--- src/logic/sere_pkg.sv ---
// Constants and types of the serial EEPROM read engine.
// Assumes a single core clock; bus pins arrive unsynchronised.
package sere_pkg;

  // Byte address width and memory size (2 Kbit density)
  localparam int          SERE_ADDR_W     = 8;
  localparam int          SERE_MEM_DEPTH  = 256;
  // Device type identifier in the upper nibble of the select byte
  localparam logic [3:0]  SERE_DEV_TYPE   = 4'hA;
  // Erased memory content
  localparam logic [7:0]  SERE_ERASED     = 8'hFF;
  // Byte address counter value after reset
  localparam logic [7:0]  SERE_ADDR_RESET = 8'h00;
  // Bits per byte on the wire, index of the last one
  localparam logic [2:0]  SERE_LAST_BIT   = 3'h7;
  // Prefetch buffer depth
  localparam int          SERE_BUF_DEPTH  = 2;

  // Protocol states
  typedef enum logic [3:0] {
    SERE_IDLE,
    SERE_DEV,
    SERE_DEV_CHK,
    SERE_DEV_ACK,
    SERE_ADDR,
    SERE_ADDR_CHK,
    SERE_ADDR_ACK,
    SERE_WAIT,
    SERE_TX,
    SERE_TX_ACKW,
    SERE_TX_ACK,
    SERE_TX_NEXT,
    SERE_NACKED
  } sere_state_t;

endpackage

--- src/logic/sere_read_engine.sv ---
// Two-wire EEPROM slave, read side, oversampled on the core clock.
// Assumes the bus clock is far slower than core_clk and that the
// bus wire level is resolved outside from sda_oe (open drain).
`timescale 1ns/1ps

// Behaviour
// - Reads ignore the write protect input completely.
// - Every byte holds FFh until something loads it.
// - Address counter increments once after each byte output.
// - Select with read bit set is acknowledged, then current byte sent.
// - Dummy write's address byte loads the counter before repeated START.
// - Sequential reads start from current or random address read.
// - Acknowledged output byte is followed by the next address's byte.
// - Counter wraps from top address to zero, output continues.
// - Acknowledge sampled in ninth bit; high stops output, standby waits for STOP.
// - Respond only to type 1010b plus matching chip select bits.
// - STOP after a not-acknowledged byte forces standby.
// - Data sampled on clock rise, changed only while clock is low.
module sere_read_engine
  import sere_pkg::*;
(
  input  wire logic                   core_clk,
  input  wire logic                   resetn,
  input  wire logic                   scl_in,
  input  wire logic                   sda_in,
  output logic                        sda_out,
  output logic                        sda_oe,
  input  wire logic [2:0]             chip_select_inputs,
  input  wire logic                   write_protect_input,
  input  wire logic                   load_en,
  input  wire logic [SERE_ADDR_W-1:0] load_addr,
  input  wire logic [7:0]             load_data,
  output logic                        standby
);

  logic [1:0]             scl_sync;
  logic [1:0]             sda_sync;
  logic                   scl_s;
  logic                   sda_s;
  logic                   scl_d;
  logic                   sda_d;
  logic                   scl_rise;
  logic                   scl_fall;
  logic                   start_cond;
  logic                   stop_cond;
  sere_state_t            state;
  logic [2:0]             bit_cnt;
  logic [7:0]             rx_byte;
  logic [7:0]             tx_byte;
  logic [SERE_ADDR_W-1:0] addr;
  logic [SERE_ADDR_W-1:0] fetch_addr;
  logic [7:0]             mem [SERE_MEM_DEPTH];
  logic [7:0]             buf_data [SERE_BUF_DEPTH];
  logic                   buf_wptr;
  logic                   buf_rptr;
  logic [1:0]             buf_cnt;
  logic                   fill_valid;
  logic                   fill_ready;
  logic                   drain_valid;
  logic                   drain_ready;
  logic                   flush;
  logic                   sel_match;
  logic                   next_oe;

  // Two-stage synchronisers for the bus pins
  always_ff @(posedge core_clk or negedge resetn) begin
    if (!resetn) begin
      scl_sync <= 2'h3;
      sda_sync <= 2'h3;
    end else begin
      scl_sync <= {scl_sync[0], scl_in};
      sda_sync <= {sda_sync[0], sda_in};
    end
  end
  assign scl_s = scl_sync[1];
  assign sda_s = sda_sync[1];

  // Previous levels for edge and condition detection
  always_ff @(posedge core_clk or negedge resetn) begin
    if (!resetn) begin
      scl_d <= 1'b1;
      sda_d <= 1'b1;
    end else begin
      scl_d <= scl_s;
      sda_d <= sda_s;
    end
  end

  // Bus events
  assign scl_rise   = scl_s & ~scl_d;
  assign scl_fall   = ~scl_s & scl_d;
  assign start_cond = scl_s & scl_d & sda_d & ~sda_s;
  assign stop_cond  = scl_s & scl_d & ~sda_d & sda_s;

  // Select byte check; protect input plays no part in reads
  assign sel_match = (rx_byte[7:4] == SERE_DEV_TYPE) &&
                     (rx_byte[3:1] == chip_select_inputs);
  assign standby   = (state == SERE_IDLE);

  // Memory: erased at reset, loadable from the user side
  always_ff @(posedge core_clk or negedge resetn) begin
    if (!resetn) begin
      for (int i = 0; i < SERE_MEM_DEPTH; i++) begin
        mem[i] <= SERE_ERASED;
      end
    end else if (load_en) begin
      mem[load_addr] <= load_data;
    end
  end

  // Prefetch buffer: filled from memory, drained by the shifter
  assign fill_valid  = 1'b1;
  assign fill_ready  = (buf_cnt != 2'(SERE_BUF_DEPTH));
  assign drain_valid = (buf_cnt != 2'h0);
  assign drain_ready = scl_fall &&
                       ((state == SERE_DEV_ACK && rx_byte[0]) ||
                        state == SERE_TX_NEXT);
  assign flush       = start_cond ||
                       (state == SERE_ADDR_CHK && scl_fall);

  always_ff @(posedge core_clk or negedge resetn) begin
    if (!resetn) begin
      buf_wptr <= 1'b0;
      buf_rptr <= 1'b0;
      buf_cnt  <= 2'h0;
      for (int i = 0; i < SERE_BUF_DEPTH; i++) begin
        buf_data[i] <= SERE_ERASED;
      end
    end else if (flush) begin
      buf_wptr <= 1'b0;
      buf_rptr <= 1'b0;
      buf_cnt  <= 2'h0;
    end else begin
      if (fill_valid && fill_ready) begin
        buf_data[buf_wptr] <= mem[fetch_addr];
        buf_wptr           <= ~buf_wptr;
      end
      if (drain_valid && drain_ready) begin
        buf_rptr <= ~buf_rptr;
      end
      case ({fill_valid && fill_ready, drain_valid && drain_ready})
        2'b10:   buf_cnt <= buf_cnt + 2'h1;
        2'b01:   buf_cnt <= buf_cnt - 2'h1;
        default: buf_cnt <= buf_cnt;
      endcase
    end
  end

  // Fetch pointer runs ahead of the counter by the buffer fill
  always_ff @(posedge core_clk or negedge resetn) begin
    if (!resetn) begin
      fetch_addr <= SERE_ADDR_RESET;
    end else if (state == SERE_ADDR_CHK && scl_fall && !start_cond) begin
      fetch_addr <= rx_byte;
    end else if (start_cond) begin
      fetch_addr <= addr;
    end else if (fill_ready) begin
      fetch_addr <= fetch_addr + 8'h01;
    end
  end

  // Byte address counter, kept across transactions
  always_ff @(posedge core_clk or negedge resetn) begin
    if (!resetn) begin
      addr <= SERE_ADDR_RESET;
    end else if (state == SERE_ADDR_CHK && scl_fall && !start_cond) begin
      addr <= rx_byte;
    end else if (state == SERE_TX && scl_rise &&
                 bit_cnt == SERE_LAST_BIT && !start_cond) begin
      addr <= addr + 8'h01;
    end
  end

  // Receive shifter and bit counter
  always_ff @(posedge core_clk or negedge resetn) begin
    if (!resetn) begin
      rx_byte <= 8'h00;
      bit_cnt <= 3'h0;
    end else if (start_cond) begin
      bit_cnt <= 3'h0;
    end else if (scl_rise) begin
      bit_cnt <= bit_cnt + 3'h1;
      if (state == SERE_DEV || state == SERE_ADDR) begin
        rx_byte <= {rx_byte[6:0], sda_s};
      end
    end else if (scl_fall && (state == SERE_DEV_ACK ||
                              state == SERE_TX_NEXT)) begin
      bit_cnt <= 3'h0;
    end
  end

  // Transmit shifter: loads on the fall that starts a byte
  always_ff @(posedge core_clk or negedge resetn) begin
    if (!resetn) begin
      tx_byte <= SERE_ERASED;
    end else if (drain_valid && drain_ready && !start_cond) begin
      tx_byte <= buf_data[buf_rptr];
    end else if (scl_fall && state == SERE_TX) begin
      tx_byte <= {tx_byte[6:0], 1'b1};
    end
  end

  // Protocol sequencer
  always_ff @(posedge core_clk or negedge resetn) begin
    if (!resetn) begin
      state <= SERE_IDLE;
    end else if (start_cond) begin
      state <= SERE_DEV;
    end else if (stop_cond) begin
      state <= SERE_IDLE;
    end else begin
      case (state)
        SERE_IDLE: state <= SERE_IDLE;
        SERE_DEV: begin
          if (scl_rise && bit_cnt == SERE_LAST_BIT) begin
            state <= SERE_DEV_CHK;
          end
        end
        SERE_DEV_CHK: begin
          if (scl_fall) begin
            state <= sel_match ? SERE_DEV_ACK : SERE_IDLE;
          end
        end
        SERE_DEV_ACK: begin
          if (scl_fall) begin
            state <= rx_byte[0] ? SERE_TX : SERE_ADDR;
          end
        end
        SERE_ADDR: begin
          if (scl_rise && bit_cnt == SERE_LAST_BIT) begin
            state <= SERE_ADDR_CHK;
          end
        end
        SERE_ADDR_CHK: if (scl_fall) state <= SERE_ADDR_ACK;
        SERE_ADDR_ACK: if (scl_fall) state <= SERE_WAIT;
        SERE_WAIT:     state <= SERE_WAIT;
        SERE_TX: begin
          if (scl_rise && bit_cnt == SERE_LAST_BIT) begin
            state <= SERE_TX_ACKW;
          end
        end
        SERE_TX_ACKW: if (scl_fall) state <= SERE_TX_ACK;
        SERE_TX_ACK: begin
          if (scl_rise) begin
            state <= sda_s ? SERE_NACKED : SERE_TX_NEXT;
          end
        end
        SERE_TX_NEXT: if (scl_fall) state <= SERE_TX;
        SERE_NACKED:  state <= SERE_NACKED;
        default:      state <= SERE_IDLE;
      endcase
    end
  end

  // Pull low for ACK and zero bits; last bit held past its rise
  always_comb begin
    case (state)
      SERE_DEV_ACK, SERE_ADDR_ACK: next_oe = 1'b1;
      SERE_TX, SERE_TX_ACKW:       next_oe = ~tx_byte[7];
      default:                     next_oe = 1'b0;
    endcase
  end
  always_ff @(posedge core_clk or negedge resetn) begin
    if (!resetn) begin
      sda_oe <= 1'b0;
    end else begin
      sda_oe <= next_oe;
    end
  end
  assign sda_out = 1'b0;
endmodule

--- config.mk ---
export PLATFORM = sky130hd
export DESIGN_NAME = sere_read_engine
export DESIGN_NICKNAME = d
export VERILOG_FILES = /design/src/logic/sere_pkg.sv /design/src/logic/sere_read_engine.sv
export SDC_FILE = /design/constraint.sdc
export NUM_CORES = 2
export LEC_CHECK = 0
export BUFFER_PORTS_ARGS = -buffer_cell sky130_fd_sc_hd__buf_2
export CAP_MARGIN = 20
export CORE_MARGIN = 4
export CORE_UTILIZATION = 50
export CTS_BUF_LIST = sky130_fd_sc_hd__clkbuf_2 sky130_fd_sc_hd__clkbuf_4 sky130_fd_sc_hd__clkbuf_8
export DETAILED_ROUTE_END_ITERATION = 8
export PLACE_DENSITY = 0.65
export REMOVE_ABC_BUFFERS = 1
export SLEW_MARGIN = 20
export SYNTH_ARGS = -nofsm -noshare
export SYNTH_HDL_FRONTEND = slang
export SYNTH_SLANG_ARGS = --single-unit
--- constraint.sdc ---
create_clock -name core_clk -period 4.95 [get_ports core_clk]
set_input_delay 0.495 -clock core_clk [delete_from_list [all_inputs] [get_ports core_clk]]
set_output_delay 0.495 -clock core_clk [all_outputs]
set_load 0.05 [all_outputs]
**Word level (Yosys, flattened, before mapping)**

Cells that the tools add are included.

- Flip-flop bits (word level): 2114
- Latch bits: 0
- Memory bits (writable): 0
- Memory bits (read-only): 0
- Bits of input ports: 25
- Output and inout port bits: 3
- Logic and storage cells: 410
- Memories kept: 0

- Add/sub/neg operators: 5
- $mul: 0
- Divide/modulo/power cells: 0
- $lt $le $gt $ge: 6
- Eq/ne operators: 28
- Shifts and indexed selects: 0
- Multiplexer cells: 45
- Bitwise operators: 20
- Reduce and logical (&&, ||, !) cells: 34

Operators with widths:

| cell | count |
|---|---|
| bitwise mux 2048 bit | 1 |
| two-way mux 8 bit | 14 |
| binary-select mux 8 bit (select 8 bit) | 1 |
| demux 8 bit (select 8 bit) | 1 |
| two-way mux 4 bit | 13 |
| case mux 4 bit (12 select lines) | 1 |
| inequality test 4 bit (second input constant) | 7 |
| equality test 4 bit (second input constant) | 6 |
| >= comparator 9 bit (second input constant) | 2 |
| inverter 8 -> 9 bit | 2 |
| adder 8 x 1 -> 8 bit (second input constant) | 2 |
| bitwise mux 16 bit | 1 |
| equality test 4 x 3 -> 1 bit (second input constant) | 4 |
| logical AND 1 bit | 15 |
| two-way mux 3 bit | 4 |
| inequality test 4 x 3 -> 1 bit (second input constant) | 3 |
| AND reduction 10 bit | 1 |
| nonzero test 2 bit | 5 |
| less-than comparator 9 x 1 -> 1 bit (second input constant) | 1 |
| inverter 1 bit | 9 |
| nonzero test 3 bit | 3 |
| demux 8 bit (select 1 bit) | 1 |
| equality test 4 x 2 -> 1 bit (second input constant) | 2 |
| AND 1 bit | 7 |
| 22 further kinds | 32 |

**Depth between registers and ports, before layout**

- Depth after elaboration: 8
- Gate-level depth with buffers: 13
- Mapped depth without buffers: 8

**Least setup slack after synthesis**

No wires, ideal clock.

- Path type: reg2out
- Start point: reg state[0]
- End point: out standby
- Arrival time: 2.269 ns
- Required time: 4.455 ns
- Slack: 2.186 ns
- Stages on the path, launching flop included: 4
- Buffers on the path: 2
- Path through: dfrtp_1 clkbuf_1 clkbuf_1 nor4_1

- Word-level cells in the longest chain between the ends: 1

Ends and longest elaborated chain:

| what | line | RTL |
|---|---|---|
| start: declaration | sere_read_engine.sv:46 | `sere_state_t state;` |
| start signal: assignment | sere_read_engine.sv:221 | `state <= sel_match ? SERE_DEV_ACK : SERE_IDLE;` |
| start signal: assignment | sere_read_engine.sv:226 | `state <= rx_byte[0] ? SERE_TX : SERE_ADDR;` |
| start signal: assignment | sere_read_engine.sv:245 | `state <= sda_s ? SERE_NACKED : SERE_TX_NEXT;` |
| logical NOT 4 bit | sere_read_engine.sv:98 | `assign standby = (state == SERE_IDLE);` |
| end: declaration | sere_read_engine.sv:33 | `output logic standby` |

No other way between the ends.

**Worst setup path after layout**

- Start point: reg fetch_addr[0]
- End point: reg buf_data[12] (netlist name)

- Word-level cells in the longest chain between the ends: 5

Ends and longest elaborated chain:

| what | line | RTL |
|---|---|---|
| start: declaration | sere_read_engine.sv:51 | `logic [SERE_ADDR_W-1:0] fetch_addr;` |
| start signal: assignment | sere_read_engine.sv:154 | `fetch_addr <= rx_byte;` |
| start signal: assignment | sere_read_engine.sv:156 | `fetch_addr <= addr;` |
| start signal: assignment | sere_read_engine.sv:158 | `fetch_addr <= fetch_addr + 8'h01;` |
| inverter 8 -> 9 bit (implied by the code) | sere_read_engine.sv:135 | `buf_data[buf_wptr] <= mem[fetch_addr];` |
| binary-select mux 8 bit (select 8 bit) | sere_read_engine.sv:135 |  |
| two-way mux 8 bit (implied by the code) (2 in a row) | sere_read_engine.sv:135 |  |
| bitwise mux 16 bit | sere_read_engine.sv:135 |  |
| end signal: indexed assignment | sere_read_engine.sv:135 |  |
| end: declaration | sere_read_engine.sv:53 | `logic [7:0] buf_data [SERE_BUF_DEPTH];` |

No other way between the ends. The select of a mux whose other input is x is not followed.
A chain may end at the register's enable or synchronous reset.

==> impl_metrics.env <==
export IMPL_buffer_ports_inserted=25
export IMPL_final_min_period_over_clock_period=0.899
export IMPL_power_w=0.0493
export IMPL_clock_skew_final_ps=71.3
export IMPL_proportion_of_netlist_area_held_by_the_largest_area_contributor=0.549
export IMPL_drtPass1Iterations=7
export IMPL_finalCoreUtilization=0.564
export IMPL_number_of_gates_on_the_worst_path_with_buffers_counted=8
export IMPL_worstPathBufferInverterCount=2
export IMPL_avgViaCountPerCell=6.17
export IMPL_r2r_cell_count=8
export IMPL_clockRootBuffer="clkbuf_8"
export IMPL_yosys_top_cells_area="dfstp_2, mux2_2, mux4_2, mux2i_1, clkbuf_1"
export IMPL_setup_repair_after_global_routing_missed_its_margin="no"
export IMPL_finalWirelength_mm=288
export IMPL_critical_path_max_stage_delay_ps=1020
export IMPL_grt_max_degree=193
export IMPL_yosys_top_cells_count="mux2_2, dfstp_2, mux4_2, clkbuf_1, nor2_1"
export IMPL_die_h_um=454
export IMPL_antenna_violations_before_repair=5
export IMPL_first_pass_grt_wire_length_mm=426
export IMPL_setup_worst_path_end="buf_data[12]"
export IMPL_detail_route_wl_per_cell_um=30.2
export IMPL_status="finished clean"
export IMPL_cts_sinks=2114
export IMPL_rr_endpoint="buf_data[12]"
export IMPL_power_static_leakage_nw=45.0
export IMPL_cts_htree_levels=5
export IMPL_floorplan_initialDensity=0.504
export IMPL_clk_path_buf_depth=4
export IMPL_maxSlewViolCount=0
export IMPL_synthesis_instances=6424
export IMPL_post_synth_num_cell_types=76
export IMPL_antenna_left=0
export IMPL_ctsHoldBuffers=5
export IMPL_min_period_ps=4450
export IMPL_p_sw_frac=0.320
export IMPL_combinationalPowerShare=0.250
export IMPL_core_area_um2=198000
export IMPL_drt_drc_violations_left=0
export IMPL_syn_mean_instance_area_um2=15.5
export IMPL_ys_flop_type="dfstp_2"
export IMPL_worstSetupStartpoint="fetch_addr[0]"
export IMPL_die_area_um2=206000
export IMPL_skew_pair_late_insertion_delay_ps=1040
export IMPL_ir_worst_vdd_mv=0.334
export IMPL_pwr_share_clk=0.344
export IMPL_clk_pin_slew_worst_paths_ps=60
export IMPL_synth_yosys_seq_area_share=0.558
export IMPL_detailed_place_area_um2=104000
export IMPL_critPathLaunchType="flip-flop"
export IMPL_seqPwrFrac=0.406
export IMPL_tritoncts="done"
export IMPL_switchingPower_w=0.0158
export IMPL_regToRegStartpoint="fetch_addr[0]"
export IMPL_timing_hold_worst_class="in2reg"
export IMPL_globalplace_congestion=0.872
export IMPL_yosys_warnings=0
export IMPL_ys_ff_latch=2114
export IMPL_tritoncts_num_buffers=375
export IMPL_area_growth_synth_to_final_pct=12.0
export IMPL_worst_path_max_fanout=38
export IMPL_post_synth_instance_area_um2=99500
export IMPL_num_nets_final=6668
export IMPL_share_of_cells_above_drive_strength_1=0.810
export IMPL_drt_initial_drc_count=4340
export IMPL_setup_violations_final=0
export IMPL_cpLargestDelayFamily="compound AO/OA/AOI/OAI gates"
export IMPL_crit_path_cell_trace="buf_12 > buf_12 > mux4_2 > mux2i_1 > nor2_1 > a2111oi_1 > a311o_1 > a31oi_1"
export IMPL_grt_remaining_overflow=0
export IMPL_drv_cap=0
export IMPL_globalRouteTotalUtil=0.279
export IMPL_ff2ff_setup_slack_ps=500
export IMPL_yosysTopAreaCell="dfstp_2"
export IMPL_internal_power_w=0.0335
export IMPL_postCtsSetupRepairBufs=0
export IMPL_power_density_cell_area_nw_per_um2=442
export IMPL_critical_path_top_cell_by_count="buf_12"
export IMPL_synthMostInstantiatedCell="mux2_2"
export IMPL_slowest_stage="dfrtp_4"
export IMPL_critical_path_arrival_ps=5360
export IMPL_ioPinCount=28
export IMPL_finalInstanceArea_um2=111000
export IMPL_min_from="load_data[7]"
export IMPL_crit_path_end_kind="flip-flop"
export IMPL_worst_slew_pin_transition_ps=1140
export IMPL_startpoint_to_endpoint_class_of_the_critical_path="reg2reg"
export IMPL_dpl_hpwl_mm=181
export IMPL_rows=163
export IMPL_async_flop_share=1.00
export IMPL_final_hold_viol_count=0
export IMPL_max_clock_freq_mhz=225
export IMPL_vias=58872
export IMPL_first_global_vias=61271
export IMPL_synth_edf_count=0
export IMPL_worst_ep_required_ps=5860
export IMPL_cts_resized=0
export IMPL_die_width_um=454
export IMPL_max_slew_margin_vs_limit=0.242
==> per-stage QoR <==
stage / std cells / setup WS (ps) / TNS, ps / hold WS (ps)
floorplan: 5946 / -20720 / -446380 / 199
global placement: 8895 / 396 / 0 / 350
detailed placement: 8896 / 713 / 0 / 349
CTS: 9544 / 690 / 0 / 92.7
global route: 9546 / 394 / 0 / 163
finish: 9548 / 501 / 0 / 198
==> state kept, by name (all words and copies together), names as in the netlist <==
signal,flops
fetch_addr,8
rx_byte,8
sda_d,1
mem,2048
state,4
scl_sync,2
bit_cnt,3
buf_cnt,2
sda_sync,2
buf_data,16
buf_wptr,1
scl_d,1
buf_rptr,1
addr,8
tx_byte,8
sda_oe,1
==> power by group through the flow <==
stage	logic [W]	clock network, W	registers, W
2_1_floorplan	0.00516	0	0.0204
3_3_place_gp	0.0122	0	0.0202
3_5_place_dp	0.0122	0	0.0202
4_1_cts	0.0123	0.0173	0.0200
5_1_grt	0.0128	0.0181	0.0201
6_report	0.0123	0.0169	0.0200
==> layout by cell type, fill, tap and decap left out, types with 19 or more instances in the layout <==
master and instances:
mux2_2 2083, dfstp_2 2078, clkbuf_8 491, mux4_2 430
nor2_1 265, mux2i_1 242, buf_4 238, nand2_1 199
clkbuf_4 119, a21oi_1 66, o21ai_0 62, a22oi_1 57
buf_12 47, o22ai_1 38, a221oi_1 36, clkinv_2 32
dfrtp_1 30, nand3_1 25, a31oi_1 24, nor2b_1 21
o221ai_1 19
==> logic make-up after synthesis <==
| logic type | count (synthesis) | synth area share |
|---|---|---|
| flip-flops | 2114 | 0.558 |
| XOR/XNOR | 16 | 0.00141 |
| multiplexers | 2764 | 0.360 |
| buffers and inverters | 487 | 0.0240 |
| adder cells (fa/ha/maj) | 4 | 0.000503 |
| AO/OA/AOI/OAI | 416 | 0.0293 |
| AND/OR/NAND/NOR | 622 | 0.0272 |
| other | 1 | 0.0000377 |
==> how the worst min path moves through the flow <==
stage | to | slack, ps | cells past startpoint
after floorplan | addr[0] | 200 | 0
after global placement | sda_sync[1] | 350 | 0
after detailed placement | sda_sync[1] | 350 | 0
after CTS | mem[1841] | 90 | 2
after global routing | mem[1529] | 160 | 2
final | mem[1231] | 200 | 2
==> metal layers <==
layer	GRT usage	share of wire	vias up
li1	-	-	24422
met1	0.390	0.43	32067
met2	0.424	0.46	1811
met3	0.0661	0.067	568
met4	0.111	0.044	4
met5	0.00280	0.00032	-
==> layout make-up <==
class / instances / area, um^2
Inverter: 9 / 38.8
Clock inverter: 41 / 297
Clock buffer: 602 / 7540
Multi-Input combinational cell: 3823 / 41700
Antenna cell: 3 / 7.51
Fill cell: 15646 / 86200
Sequential cell: 2114 / 55500
Tap cell: 2640 / 3300
Timing Repair Buffer: 316 / 3010
==> worst register-to-register path, delay by kind of cell (launching register included) <==
| kind | cells | cell delay [ps] |
|---|---|---|
| AO/OA/AOI/OAI | 3 | 1640 |
| flip-flops | 1 | 1020 |
| multiplexers | 2 | 880 |
| buffers and inverters | 2 | 670 |
| AND/OR/NAND/NOR | 1 | 110 |
Power figures use the tool's default switching activity.
